File: src/flash_seq_pkg.sv
// Shared constants and types for the flash command host
package flash_seq_pkg;
  // ----------------------------------------------------------------
  // Timing
  // ----------------------------------------------------------------
  localparam int CLK_NS = 8;
  localparam int SYNC_CYC = 2;
  localparam int T_AS_NS = 10;
  localparam int T_WP_NS = 35;
  localparam int T_WPH_NS = 20;
  localparam int T_ACC_NS = 70;
  localparam int T_BUSY_NS = 90;
  localparam int T_RP_NS = 500;
  localparam int T_RH_NS = 200;
  localparam int T_AS_CYC = (T_AS_NS + CLK_NS - 1) / CLK_NS;
  localparam int T_WP_CYC = (T_WP_NS + CLK_NS - 1) / CLK_NS;
  localparam int T_WPH_CYC = (T_WPH_NS + CLK_NS - 1) / CLK_NS;
  localparam int T_ACC_CYC = (T_ACC_NS + CLK_NS - 1) / CLK_NS + SYNC_CYC;
  localparam int T_BUSY_CYC = (T_BUSY_NS + CLK_NS - 1) / CLK_NS + SYNC_CYC;
  localparam int T_RP_CYC = (T_RP_NS + CLK_NS - 1) / CLK_NS;
  localparam int T_RH_CYC = (T_RH_NS + CLK_NS - 1) / CLK_NS;
  // ----------------------------------------------------------------
  // Register map and reset values
  // ----------------------------------------------------------------
  localparam logic [2:0] REG_CTRL = 3'h0;
  localparam logic [2:0] REG_ADDR = 3'h1;
  localparam logic [2:0] REG_WDATA = 3'h2;
  localparam logic [2:0] REG_CMD = 3'h3;
  localparam logic [2:0] REG_STATUS = 3'h4;
  localparam logic [2:0] REG_RDATA = 3'h5;
  localparam int ST_REFUSED = 5;
  localparam logic BYTE_RST = 1'b0;
  // ----------------------------------------------------------------
  // Flash command codes and unlock addresses
  // ----------------------------------------------------------------
  localparam logic [7:0] D_UNLOCK1 = 8'haa;
  localparam logic [7:0] D_UNLOCK2 = 8'h55;
  localparam logic [7:0] D_RESET = 8'hf0;
  localparam logic [7:0] D_QUERY = 8'h90;
  localparam logic [7:0] D_PROG = 8'ha0;
  localparam logic [7:0] D_BYP = 8'h20;
  localparam logic [7:0] D_ERASE_SET = 8'h80;
  localparam logic [7:0] D_CHIP = 8'h10;
  localparam logic [7:0] D_SUSP = 8'hb0;
  localparam logic [7:0] D_RESUME = 8'h30;
  localparam logic [7:0] D_BYP_EXIT = 8'h00;
  localparam logic [19:0] UA1_W = 20'h00555;
  localparam logic [19:0] UA2_W = 20'h002aa;
  localparam logic [19:0] UA1_B = 20'h00aaa;
  localparam logic [19:0] UA2_B = 20'h00555;
  localparam logic [1:0] ID_MAN_OFS = 2'h0;
  localparam logic [1:0] ID_DEV_OFS = 2'h1;
  localparam logic [1:0] ID_PROT_OFS = 2'h2;
  localparam logic [2:0] ID_READ_STEP = 3'h3;
  // ----------------------------------------------------------------
  // Types
  // ----------------------------------------------------------------
  typedef enum logic [3:0] {
    OP_READ = 4'h0, OP_RESET = 4'h1, OP_ID_MAN = 4'h2, OP_ID_DEV = 4'h3,
    OP_ID_PROT = 4'h4, OP_PROG = 4'h5, OP_BYP_ENTER = 4'h6, OP_BYP_PROG = 4'h7,
    OP_BYP_EXIT = 4'h8, OP_CHIP = 4'h9, OP_SUSP = 4'ha, OP_RESUME = 4'hb,
    OP_HWRST = 4'hc
  } op_t;
  typedef struct packed {
    logic last;
    logic wr;
    logic [19:0] addr;
    logic [15:0] data;
  } cyc_t;
endpackage : flash_seq_pkg

File: src/flash_cmd_host.sv
// Host controller that drives a parallel NOR flash through command sequences
// ------------------------------------------------------------------
// Functional notes
// - Sequence cycles are writes, except id read
// - Reset command leaves query, keeps suspend
// - Reset is one F0 write, any address
// - Unlocks AA@555, 55@2AA; erase 80, 10
// - Query refused while program or erase runs
// - Program: two unlocks, set-up, address/data
// - Bypass entry 20h; bypass program A0h, data
// - Chip erase is six writes
// ------------------------------------------------------------------
//
// Decided for this implementation: the register addresses and the strobed register port.
`timescale 1ns/10ps
`default_nettype none
module flash_cmd_host (
  input wire logic clk,
  input wire logic sys_rst,
  input wire logic [2:0] reg_addr,
  input wire logic [31:0] reg_wdata,
  input wire logic reg_wr,
  input wire logic reg_rd,
  output logic [31:0] reg_rdata,
  output logic [19:0] fl_addr,
  output logic [15:0] fl_dq_o,
  output logic fl_dq_oe,
  input wire logic [15:0] fl_dq_i,
  output logic fl_ce_n,
  output logic fl_we_n,
  output logic fl_oe_n,
  output logic fl_byte_n,
  output logic fl_reset_n,
  input wire logic fl_ready_busy
);
  typedef enum logic [4:0] {
    M_IDLE = 5'b00001, M_ISSUE = 5'b00010, M_WAIT = 5'b00100,
    M_RST = 5'b01000, M_REC = 5'b10000
  } mst_t;

  // ----------------------------------------------------------------
  // Sequence table
  // ----------------------------------------------------------------
  function automatic flash_seq_pkg::cyc_t step_cyc(input flash_seq_pkg::op_t op,
      input logic [2:0] step, input logic byte_m, input logic [19:0] a,
      input logic [15:0] d);
    logic [19:0] u1;
    logic [19:0] u2;
    logic [19:0] ida;
    flash_seq_pkg::cyc_t c;
    u1 = byte_m ? flash_seq_pkg::UA1_B : flash_seq_pkg::UA1_W;
    u2 = byte_m ? flash_seq_pkg::UA2_B : flash_seq_pkg::UA2_W;
    // Id offsets double in byte mode; page select and low bits stay zero
    ida = 20'h00000;
    case (op)
      flash_seq_pkg::OP_ID_DEV: ida[1:0] = flash_seq_pkg::ID_DEV_OFS;
      flash_seq_pkg::OP_ID_PROT: begin
        // Sector bits go in word position here; byte mode shifts them below
        ida = {1'b0, byte_m ? a[19:13] : a[18:12], 12'h000};
        ida[1:0] = flash_seq_pkg::ID_PROT_OFS;
      end
      default: ida[1:0] = flash_seq_pkg::ID_MAN_OFS;
    endcase
    if (byte_m) begin
      ida = {ida[18:0], 1'b0};
    end
    // Command cycles keep upper lanes and unused address lines at zero
    c = '{last: 1'b0, wr: 1'b1, addr: u1, data: {8'h00, flash_seq_pkg::D_UNLOCK1}};
    case (op)
      flash_seq_pkg::OP_READ: c = '{1'b1, 1'b0, a, 16'h0000};
      flash_seq_pkg::OP_RESET: c = '{1'b1, 1'b1, 20'h00000, {8'h00, flash_seq_pkg::D_RESET}};
      flash_seq_pkg::OP_ID_MAN, flash_seq_pkg::OP_ID_DEV, flash_seq_pkg::OP_ID_PROT: begin
        if (step == 3'h1) c = '{1'b0, 1'b1, u2, {8'h00, flash_seq_pkg::D_UNLOCK2}};
        if (step == 3'h2) c = '{1'b0, 1'b1, u1, {8'h00, flash_seq_pkg::D_QUERY}};
        if (step == 3'h3) c = '{1'b1, 1'b0, ida, 16'h0000};
      end
      flash_seq_pkg::OP_PROG: begin
        if (step == 3'h1) c = '{1'b0, 1'b1, u2, {8'h00, flash_seq_pkg::D_UNLOCK2}};
        if (step == 3'h2) c = '{1'b0, 1'b1, u1, {8'h00, flash_seq_pkg::D_PROG}};
        if (step == 3'h3) c = '{1'b1, 1'b1, a, d};
      end
      flash_seq_pkg::OP_BYP_ENTER: begin
        if (step == 3'h1) c = '{1'b0, 1'b1, u2, {8'h00, flash_seq_pkg::D_UNLOCK2}};
        if (step == 3'h2) c = '{1'b1, 1'b1, u1, {8'h00, flash_seq_pkg::D_BYP}};
      end
      flash_seq_pkg::OP_BYP_PROG: begin
        c = '{1'b0, 1'b1, 20'h00000, {8'h00, flash_seq_pkg::D_PROG}};
        if (step == 3'h1) c = '{1'b1, 1'b1, a, d};
      end
      flash_seq_pkg::OP_BYP_EXIT: begin
        c = '{1'b0, 1'b1, 20'h00000, {8'h00, flash_seq_pkg::D_QUERY}};
        if (step == 3'h1) c = '{1'b1, 1'b1, 20'h00000, {8'h00, flash_seq_pkg::D_BYP_EXIT}};
      end
      flash_seq_pkg::OP_CHIP: begin
        if (step == 3'h1 || step == 3'h4) c = '{1'b0, 1'b1, u2, {8'h00, flash_seq_pkg::D_UNLOCK2}};
        if (step == 3'h2) c = '{1'b0, 1'b1, u1, {8'h00, flash_seq_pkg::D_ERASE_SET}};
        if (step == 3'h5) c = '{1'b1, 1'b1, u1, {8'h00, flash_seq_pkg::D_CHIP}};
      end
      flash_seq_pkg::OP_SUSP: c = '{1'b1, 1'b1, 20'h00000, {8'h00, flash_seq_pkg::D_SUSP}};
      flash_seq_pkg::OP_RESUME: c = '{1'b1, 1'b1, 20'h00000, {8'h00, flash_seq_pkg::D_RESUME}};
      default: c = '{1'b1, 1'b0, a, 16'h0000};
    endcase
    return c;
  endfunction : step_cyc

  // Which commands the flash would honour in the mode the host tracks
  function automatic logic legal(input flash_seq_pkg::op_t op, input logic query,
      input logic byp, input logic susp, input logic alg, input logic erase);
    logic ok;
    ok = 1'b0;
    case (op)
      flash_seq_pkg::OP_HWRST: ok = 1'b1;
      // Only a sector erase may be suspended, and this host starts none
      flash_seq_pkg::OP_SUSP: ok = 1'b0 && alg && erase && !susp;
      flash_seq_pkg::OP_RESUME: ok = susp && !alg && !query;
      flash_seq_pkg::OP_READ, flash_seq_pkg::OP_RESET: ok = !alg && !byp;
      flash_seq_pkg::OP_ID_MAN, flash_seq_pkg::OP_ID_DEV, flash_seq_pkg::OP_ID_PROT:
        ok = !alg && !byp;
      flash_seq_pkg::OP_PROG: ok = !alg && !byp && !query;
      flash_seq_pkg::OP_BYP_PROG, flash_seq_pkg::OP_BYP_EXIT: ok = !alg && byp;
      flash_seq_pkg::OP_BYP_ENTER, flash_seq_pkg::OP_CHIP: ok = !alg && !byp && !query && !susp;
      default: ok = 1'b0;
    endcase
    if (op == flash_seq_pkg::OP_READ && byp && !alg) ok = 1'b1;
    return ok;
  endfunction : legal

  mst_t st_q, st_d;
  flash_seq_pkg::op_t op_q, op_d;
  logic [2:0] step_q, step_d;
  logic byte_q, byte_d, query_q, query_d, byp_q, byp_d, susp_q, susp_d;
  logic alg_q, alg_d, erase_q, erase_d, refused_q, refused_d, rst_n_d;
  logic [7:0] cnt_q, cnt_d;
  logic [19:0] addr_q, addr_d;
  logic [15:0] wdata_q, wdata_d, rdata_q, rdata_d, cyc_rdata;
  logic [31:0] rd_d;
  logic rb_s1_q, rb_s2_q, cyc_start, cyc_done, cmd_go;
  flash_seq_pkg::cyc_t cur;

  assign cur = step_cyc(op_q, step_q, byte_q, addr_q, wdata_q);
  assign cyc_start = (st_q == M_ISSUE);
  assign cmd_go = reg_wr && (reg_addr == flash_seq_pkg::REG_CMD) && (st_q == M_IDLE) &&
      legal(flash_seq_pkg::op_t'(reg_wdata[3:0]), query_q, byp_q, susp_q, alg_q, erase_q);
  assign fl_byte_n = ~byte_q;

  flash_bus_cycle u_cyc (
    .clk(clk),
    .sys_rst(sys_rst),
    .start(cyc_start),
    .wr(cur.wr),
    .addr(cur.addr),
    .wdata(cur.data),
    .done(cyc_done),
    .rdata(cyc_rdata),
    .fl_addr(fl_addr),
    .fl_dq_o(fl_dq_o),
    .fl_dq_oe(fl_dq_oe),
    .fl_dq_i(fl_dq_i),
    .fl_ce_n(fl_ce_n),
    .fl_we_n(fl_we_n),
    .fl_oe_n(fl_oe_n)
  );

  // ----------------------------------------------------------------
  // Sequencer and mode tracking
  // ----------------------------------------------------------------
  always_comb begin
    st_d = st_q;
    op_d = op_q;
    step_d = step_q;
    byte_d = byte_q;
    addr_d = addr_q;
    wdata_d = wdata_q;
    rdata_d = rdata_q;
    query_d = query_q;
    byp_d = byp_q;
    susp_d = susp_q;
    alg_d = alg_q;
    erase_d = erase_q;
    refused_d = refused_q;
    rst_n_d = fl_reset_n;
    cnt_d = (cnt_q != 8'h00) ? cnt_q - 8'h01 : cnt_q;
    // Ready/busy is ignored until its own delay has passed after the last write
    if (alg_q && st_q == M_IDLE && cnt_q == 8'h00 && rb_s2_q) begin
      alg_d = 1'b0;
    end
    if (reg_wr && reg_addr == flash_seq_pkg::REG_CTRL) byte_d = reg_wdata[0];
    if (reg_wr && reg_addr == flash_seq_pkg::REG_ADDR) addr_d = reg_wdata[19:0];
    if (reg_wr && reg_addr == flash_seq_pkg::REG_WDATA) wdata_d = reg_wdata[15:0];
    if (reg_wr && reg_addr == flash_seq_pkg::REG_STATUS && reg_wdata[flash_seq_pkg::ST_REFUSED]) begin
      refused_d = 1'b0;
    end
    // A refused command sets the flag even in the cycle software clears it
    if (reg_wr && reg_addr == flash_seq_pkg::REG_CMD && !cmd_go) refused_d = 1'b1;
    case (st_q)
      M_IDLE: begin
        if (cmd_go) begin
          op_d = flash_seq_pkg::op_t'(reg_wdata[3:0]);
          step_d = 3'h0;
          if (query_q && reg_wdata[3:0] inside {flash_seq_pkg::OP_ID_MAN,
              flash_seq_pkg::OP_ID_DEV, flash_seq_pkg::OP_ID_PROT}) begin
            step_d = flash_seq_pkg::ID_READ_STEP;
          end
          if (reg_wdata[3:0] == flash_seq_pkg::OP_HWRST) begin
            rst_n_d = 1'b0;
            cnt_d = 8'(flash_seq_pkg::T_RP_CYC - 1);
            st_d = M_RST;
          end else begin
            st_d = M_ISSUE;
          end
        end
      end
      M_ISSUE: st_d = M_WAIT;
      M_WAIT: begin
        if (cyc_done) begin
          if (!cur.last) begin
            step_d = step_q + 3'h1;
            st_d = M_ISSUE;
          end else begin
            st_d = M_IDLE;
            if (!cur.wr) rdata_d = cyc_rdata;
            case (op_q)
              flash_seq_pkg::OP_RESET: query_d = 1'b0;
              flash_seq_pkg::OP_ID_MAN, flash_seq_pkg::OP_ID_DEV,
              flash_seq_pkg::OP_ID_PROT: query_d = 1'b1;
              flash_seq_pkg::OP_BYP_ENTER: byp_d = 1'b1;
              flash_seq_pkg::OP_BYP_EXIT: byp_d = 1'b0;
              flash_seq_pkg::OP_SUSP: susp_d = 1'b1;
              flash_seq_pkg::OP_PROG, flash_seq_pkg::OP_BYP_PROG: begin
                alg_d = 1'b1;
                erase_d = 1'b0;
              end
              flash_seq_pkg::OP_CHIP, flash_seq_pkg::OP_RESUME: begin
                alg_d = 1'b1;
                erase_d = 1'b1;
                susp_d = 1'b0;
              end
              default: alg_d = alg_q;
            endcase
            // The erase stays owned by the suspend until resumed
            if (op_q == flash_seq_pkg::OP_PROG && susp_q) erase_d = 1'b1;
            cnt_d = 8'(flash_seq_pkg::T_BUSY_CYC - 1);
          end
        end
      end
      M_RST: begin
        if (cnt_q == 8'h00) begin
          rst_n_d = 1'b1;
          cnt_d = 8'(flash_seq_pkg::T_RH_CYC - 1);
          st_d = M_REC;
        end
      end
      M_REC: begin
        query_d = 1'b0;
        byp_d = 1'b0;
        susp_d = 1'b0;
        alg_d = 1'b0;
        erase_d = 1'b0;
        if (cnt_q == 8'h00) st_d = M_IDLE;
      end
      default: st_d = M_IDLE;
    endcase
  end

  // ----------------------------------------------------------------
  // Register read port
  // ----------------------------------------------------------------
  always_comb begin
    rd_d = 32'h00000000;
    if (reg_rd) begin
      case (reg_addr)
        flash_seq_pkg::REG_CTRL: rd_d = {31'h00000000, byte_q};
        flash_seq_pkg::REG_ADDR: rd_d = {12'h000, addr_q};
        flash_seq_pkg::REG_WDATA: rd_d = {16'h0000, wdata_q};
        flash_seq_pkg::REG_CMD: rd_d = {28'h0000000, op_q};
        flash_seq_pkg::REG_STATUS: rd_d = {24'h000000, byte_q, rb_s2_q, refused_q, susp_q,
            byp_q, query_q, alg_q, (st_q != M_IDLE) || alg_q};
        flash_seq_pkg::REG_RDATA: rd_d = {16'h0000, rdata_q};
        default: rd_d = 32'h00000000;
      endcase
    end
  end

  always_ff @(posedge clk or posedge sys_rst) begin
    if (sys_rst) begin
      st_q <= M_IDLE;
      op_q <= flash_seq_pkg::OP_READ;
      step_q <= 3'h0;
      byte_q <= flash_seq_pkg::BYTE_RST;
      addr_q <= 20'h00000;
      wdata_q <= 16'h0000;
      rdata_q <= 16'h0000;
      query_q <= 1'b0;
      byp_q <= 1'b0;
      susp_q <= 1'b0;
      alg_q <= 1'b0;
      erase_q <= 1'b0;
      refused_q <= 1'b0;
      fl_reset_n <= 1'b1;
      cnt_q <= 8'h00;
      rb_s1_q <= 1'b1;
      rb_s2_q <= 1'b1;
      reg_rdata <= 32'h00000000;
    end else begin
      st_q <= st_d;
      op_q <= op_d;
      step_q <= step_d;
      byte_q <= byte_d;
      addr_q <= addr_d;
      wdata_q <= wdata_d;
      rdata_q <= rdata_d;
      query_q <= query_d;
      byp_q <= byp_d;
      susp_q <= susp_d;
      alg_q <= alg_d;
      erase_q <= erase_d;
      refused_q <= refused_d;
      fl_reset_n <= rst_n_d;
      cnt_q <= cnt_d;
      rb_s1_q <= fl_ready_busy;
      rb_s2_q <= rb_s1_q;
      reg_rdata <= rd_d;
    end
  end

  // ----------------------------------------------------------------
  // Checks
  // ----------------------------------------------------------------
  reset_cmd_a: assert property (@(posedge clk) disable iff (sys_rst)
    cyc_start && op_q == flash_seq_pkg::OP_RESET |-> cur.wr && cur.data == 16'h00f0)
    else $error("reset command cycle malformed");
  unlock_pair_a: assert property (@(posedge clk) disable iff (sys_rst)
    cyc_start && op_q == flash_seq_pkg::OP_PROG && step_q == 3'h1 && !byte_q
    |-> cur.addr == 20'h002aa && cur.data == 16'h0055 && $past(step_q) == 3'h0)
    else $error("second unlock cycle wrong");
  id_read_a: assert property (@(posedge clk) disable iff (sys_rst)
    cyc_start && step_q == 3'h3 && op_q inside {flash_seq_pkg::OP_ID_MAN,
    flash_seq_pkg::OP_ID_DEV, flash_seq_pkg::OP_ID_PROT} |-> !cur.wr ##1 (!fl_dq_oe)[*4])
    else $error("id cycle is not a read");
  query_exit_a: assert property (@(posedge clk) disable iff (sys_rst)
    st_q == M_WAIT && cyc_done && op_q == flash_seq_pkg::OP_RESET
    |=> !query_q && susp_q == $past(susp_q))
    else $error("reset did not leave query mode");
  query_refuse_a: assert property (@(posedge clk) disable iff (sys_rst)
    reg_wr && reg_addr == flash_seq_pkg::REG_CMD && alg_q &&
    reg_wdata[3:0] == flash_seq_pkg::OP_ID_MAN |=> refused_q && st_q == M_IDLE)
    else $error("query accepted while busy");
  prog_data_a: assert property (@(posedge clk) disable iff (sys_rst)
    st_q == M_WAIT && cyc_done && op_q == flash_seq_pkg::OP_PROG && step_q == 3'h3
    |=> alg_q && st_q == M_IDLE)
    else $error("program did not start algorithm");
  bypass_enter_a: assert property (@(posedge clk) disable iff (sys_rst)
    cyc_start && op_q == flash_seq_pkg::OP_BYP_ENTER && step_q == 3'h2
    |-> cur.data == 16'h0020 && cur.last)
    else $error("bypass entry code wrong");
  chip_erase_a: assert property (@(posedge clk) disable iff (sys_rst)
    cyc_start && op_q == flash_seq_pkg::OP_CHIP && step_q == 3'h5
    |-> cur.data == 16'h0010 && cur.last && !byp_q)
    else $error("chip erase final cycle wrong");
  upper_lane_a: assert property (@(posedge clk) disable iff (sys_rst)
    cyc_start && cur.wr && !cur.last |-> cur.data[15:8] == 8'h00)
    else $error("upper lanes driven in command cycle");
endmodule : flash_cmd_host
`default_nettype wire

File: src/flash_bus_cycle.sv
// One timed read or write cycle on the flash pins
`timescale 1ns/10ps
`default_nettype none
module flash_bus_cycle (
  input wire logic clk,
  input wire logic sys_rst,
  input wire logic start,
  input wire logic wr,
  input wire logic [19:0] addr,
  input wire logic [15:0] wdata,
  output logic done,
  output logic [15:0] rdata,
  output logic [19:0] fl_addr,
  output logic [15:0] fl_dq_o,
  output logic fl_dq_oe,
  input wire logic [15:0] fl_dq_i,
  output logic fl_ce_n,
  output logic fl_we_n,
  output logic fl_oe_n
);
  typedef enum logic [3:0] {
    C_IDLE = 4'b0001, C_SET = 4'b0010, C_PUL = 4'b0100, C_HLD = 4'b1000
  } cst_t;
  cst_t st_q, st_d;
  logic [7:0] cnt_q, cnt_d;
  logic wr_q, wr_d, done_d, ce_d, we_d, oe_d, dqoe_d;
  logic [19:0] addr_d;
  logic [15:0] dout_d, rdata_d, dq_s1_q, dq_s2_q;

  // ----------------------------------------------------------------
  // Cycle sequencing
  // ----------------------------------------------------------------
  always_comb begin
    st_d = st_q;
    cnt_d = cnt_q;
    wr_d = wr_q;
    addr_d = fl_addr;
    dout_d = fl_dq_o;
    rdata_d = rdata;
    ce_d = fl_ce_n;
    we_d = fl_we_n;
    oe_d = fl_oe_n;
    dqoe_d = fl_dq_oe;
    done_d = 1'b0;
    case (st_q)
      C_IDLE: begin
        if (start) begin
          addr_d = addr;
          dout_d = wdata;
          wr_d = wr;
          ce_d = 1'b0;
          dqoe_d = wr;
          cnt_d = 8'(flash_seq_pkg::T_AS_CYC - 1);
          st_d = C_SET;
        end
      end
      C_SET: begin
        if (cnt_q == 8'h00) begin
          we_d = ~wr_q;
          oe_d = wr_q;
          cnt_d = wr_q ? 8'(flash_seq_pkg::T_WP_CYC - 1) : 8'(flash_seq_pkg::T_ACC_CYC - 1);
          st_d = C_PUL;
        end else begin
          cnt_d = cnt_q - 8'h01;
        end
      end
      C_PUL: begin
        if (cnt_q == 8'h00) begin
          we_d = 1'b1;
          oe_d = 1'b1;
          if (!wr_q) begin
            rdata_d = dq_s2_q;
          end
          cnt_d = 8'(flash_seq_pkg::T_WPH_CYC - 1);
          st_d = C_HLD;
        end else begin
          cnt_d = cnt_q - 8'h01;
        end
      end
      C_HLD: begin
        // Write data stays on the bus past the rising strobe for hold time
        if (cnt_q == 8'h00) begin
          ce_d = 1'b1;
          dqoe_d = 1'b0;
          done_d = 1'b1;
          st_d = C_IDLE;
        end else begin
          cnt_d = cnt_q - 8'h01;
        end
      end
      default: st_d = C_IDLE;
    endcase
  end

  always_ff @(posedge clk or posedge sys_rst) begin
    if (sys_rst) begin
      st_q <= C_IDLE;
      cnt_q <= 8'h00;
      wr_q <= 1'b0;
      fl_addr <= 20'h00000;
      fl_dq_o <= 16'h0000;
      rdata <= 16'h0000;
      fl_ce_n <= 1'b1;
      fl_we_n <= 1'b1;
      fl_oe_n <= 1'b1;
      fl_dq_oe <= 1'b0;
      done <= 1'b0;
      dq_s1_q <= 16'h0000;
      dq_s2_q <= 16'h0000;
    end else begin
      st_q <= st_d;
      cnt_q <= cnt_d;
      wr_q <= wr_d;
      fl_addr <= addr_d;
      fl_dq_o <= dout_d;
      rdata <= rdata_d;
      fl_ce_n <= ce_d;
      fl_we_n <= we_d;
      fl_oe_n <= oe_d;
      fl_dq_oe <= dqoe_d;
      done <= done_d;
      dq_s1_q <= fl_dq_i;
      dq_s2_q <= dq_s1_q;
    end
  end
endmodule : flash_bus_cycle
`default_nettype wire

File: config.mk
export PLATFORM = sky130hd
export DESIGN_NAME = flash_cmd_host
export DESIGN_NICKNAME = d
export VERILOG_FILES = /design/src/flash_seq_pkg.sv /design/src/flash_cmd_host.sv /design/src/flash_bus_cycle.sv
export SDC_FILE = /design/constraint.sdc
export NUM_CORES = 1
export LEC_CHECK = 0
export BUFFER_PORTS_ARGS = -buffer_cell sky130_fd_sc_hd__clkbuf_2
export CAP_MARGIN = 15
export CORE_MARGIN = 1.5
export CORE_UTILIZATION = 58
export CTS_BUF_LIST = sky130_fd_sc_hd__clkbuf_16
export CTS_CLUSTER_SIZE = 24
export DETAILED_ROUTE_END_ITERATION = 12
export GPL_TIMING_DRIVEN = 0
export PLACE_DENSITY = 0.8
export SYNTH_ARGS = -nofsm -noshare
export SYNTH_HDL_FRONTEND = slang
export SYNTH_SLANG_ARGS = --single-unit
File: constraint.sdc
create_clock -name clk -period 8.6 [get_ports clk]
set_input_delay 1.72 -clock clk [delete_from_list [all_inputs] [get_ports clk]]
set_output_delay 1.72 -clock clk [all_outputs]
set_load 0.02 [all_outputs]
==> impl_metrics.tcl <==
set metrics [dict create \
    cts.sinks 203 \
    yosysMostFrequentCell "dfrtp_1" \
    postLayoutSetupSlackWorst_ps 5000 \
    period_share_pct 41.9 \
    endpoint_kind "primary output" \
    outcome "complete, no violations" \
    synth_xor_xnor_area_share_pct 0.726 \
    slew_headroom_pct 48.0 \
    grt_pass1_wl_mm 39.3 \
    drtPass1Iterations 5 \
    synth_area_um2 9660 \
    gp_congestion 0.938 \
    syn2layout_area_growth_pct 16.9 \
    vias 7558 \
    leakagePower_nw 5.33 \
    finalSetupViolations 0 \
    synth.mux.area_fraction_pct 11.6 \
    hp-class "flip-flop to flip-flop" \
    start_kind "flip-flop" \
    grt_overflow_total 0 \
    power.density_nw_per_um2 295 \
    htree_levels 1 \
    drive_gt1_share_pct 26.4 \
    async_flop_share_pct 100 \
    syn_inst 882 \
    grt_usage_pct 28.3 \
    synth.ff_latch_count 203 \
    yosysTopAreaCell "dfrtp_1" \
    synth-compound-area-share_pct 14.5 \
    place_ws_ps 4790 \
    cts-root-buf "clkbuf_16" \
    ys.flop_type "dfrtp_1" \
    worstSetupPathType "flip-flop to primary output" \
    tritoncts "yes" \
    numCtsBuffers 22 \
    fin_nets 1087 \
    regArea_um2 5090 \
    postCtsSetupBuffers 0 \
    yosysWarnings 0 \
    postCtsHoldBufs 0 \
    multi_input_area_um2 4160 \
    cts_resized 0 \
    synth_top_family_by_area "compound AO/OA/AOI/OAI gates" \
    die_area_um2 17400 \
    dieHeight_um 132 \
    antenna_found_initial 0 \
    grt_pass1_vias 7278 \
    yosys.area_share.simple_pct 14.5 \
    cap_violations 0 \
    clkTransAtPathRegs_ps 70 \
    core_um2 16100 \
    fin_skew_ps 9.23 \
    initialDrtViolationCount 625 \
    hpwl_mm 17.5 \
    timing.critical_path.required_ps 6880 \
    synth_top_cell_area_share_pct 50.5 \
    finalHoldViolCount 0 \
    port_buffers 103 \
    insertedDiodeCount 0 \
    synthAdderAreaFrac_pct 1.30 \
    rsz0062_at_grt "no" \
    fillers 1168 \
    worst_slew_pin_slew_ps 770 \
    vias_per_cell 6.04 \
    rows 46 \
    worstPathCellList "clkbuf_1 > inv_1 > clkbuf_2" \
    start_util_pct 60.1 \
    synth_area_leaders "dfrtp_1 (51%), mux2_2 (6.5%), a21oi_1 (3.1%), nor2_1 (2.9%), o21ai_0 (2.8%)" \
    wire_per_inst_um 19.7 \
    ios 130 \
    grt_max_degree 114 \
    critPathMaxStageDelay_ps 460 \
    seq_area_frac_synth_pct 52.7 \
    synth_edf_count 0 \
    synth_common_cells "dfrtp_1 (195), nor2_1 (75), a21oi_1 (59), nand2_1 (59), mux2_2 (56)" \
    arrival_ps 1880 \
    fin_tns_setup_ps 0 \
    period_needed_ps 3600 \
    drtAntennaViolNets 0 \
    drv_slew 0 \
    fp.dieW_um 132 \
    peakVddDrop_uv 165 \
    crit_slowest_cell "clkbuf_1" \
    crit_fanout 8 \
    clk_path_buf_depth 3 \
    synth_cell_type_count 86 \
    drc 0 \
    routed_wl_mm 24.6 \
    clk_latency_ps 510 \
    fmax_mhz 277 \
    synth.avg_cell_area_um2 10.9 \
]
## path summary, 6_finish.rpt
| kind | start | endpoint | slack (ps) | cells after the start |
|---|---|---|---|---|
| max | byte_q | fl_byte_n | 5000 | 3 |
| min | u_cyc.dq_s1_q[14] | u_cyc.dq_s2_q[14] | 350 | 0 |
| max reg2reg | step_q[1] | u_cyc.fl_addr[1] | 5610 | 10 |
| min reg2reg | u_cyc.dq_s1_q[14] | u_cyc.dq_s2_q[14] | 350 | 0 |
| max in group asynchronous | sys_rst | u_cyc.fl_addr[6] | 6350 | 3 |
| min in group asynchronous | sys_rst | u_cyc.dq_s2_q[9] | 1310 | 2 |
## where the power goes
part	switching (mW)	internal [mW]	leakage, nW	total (mW)
logic	0.651	0.408	2.34	1.06
registers	0.141	1.12	2.60	1.26
clock network	0.391	0.618	0.385	1.01
total	1.18	2.15	5.33	3.33
## cell families (layout without fill, tap and decap cells)
group | after synthesis | count (layout)
AOI/OAI and AO/OA | 214 | 214
xor gates and xnor gates | 8 | 8
adders and majority gates | 10 | 10
buffers and inverters | 88 | 230
DFF | 203 | 203
muxes | 98 | 98
other | 1 | 12
and+or+nand+nor | 260 | 260
## routing by layer
metal	vias to the layer above	global-route usage [%]	routed length [µm]
li1	3423	-	-
met1	3733	40.4	10700
met5	-	0	0
met4	0	7.90	569
met2	356	45.7	11500
met3	46	3.92	1800
## through the flow
stage                     area [µm²]  power, mW  instances  utilization (%)  hold WS [ps]
after floorplan                 9700       1.99        893                -           331
after global placement         10500       2.28       1212             65.3           331
after detailed placement       10500       2.31       1213             65.5           335
after CTS                      11300       3.32       1251             70.3           348
after global routing           11300       3.49       1251             70.3           349
final                          11300       3.33       1251             70.3           347
## sequential cells by signal (all words and copies together), names as in the netlist, 5 cells and up
signal,cells
u_cyc.cnt_q,8
u_cyc.fl_dq_o,16
st_q,5
u_cyc.dq_s1_q,16
u_cyc.dq_s2_q,16
cnt_q,8
reg_rdata,20
addr_q,20
u_cyc.fl_addr,20
rdata_q,16
wdata_q,16
u_cyc.rdata,16
## cells in the final DEF, fill, tap and decap left out, types with 10 or more instances in the layout
cell       netlist  routed
nor3_1          13      13
ha_1            10      10
conb_1           1      12
nor2b_1         12      12
a22oi_1         11      11
nor2_1          75      75
a21oi_1         59      59
clkbuf_1        26      26
mux2_4          10      10
inv_1           23      24
a22o_1          16      16
mux2i_1         23      23
buf_4           14      14
clkbuf_16        0      22
and3_1          10      10
nand3_1         17      17
mux2_2          56      56
nand2b_1        17      17
nand2_1         59      59
dfrtp_1        195     195
o21ai_0         54      54
clkbuf_2         0     103
buf_2           18      18
## worst max-delay path: cells and delay by family (launching register included)
family,cells,cell delay (ps)
DFF,1,430
buffers and inverters,3,950
## cell type report
cell class / count / share of cell area [%]
sequential: 203 / 45.1
multi-input combinational: 602 / 36.9
clock buffer: 22 / 4.88
timing repair buffer: 104 / 4.81
buffer: 65 / 3.17
tap: 216 / 2.39
clock inverter: 16 / 1.93
inverter: 23 / 0.831
(Power assumes the default switching activity.)
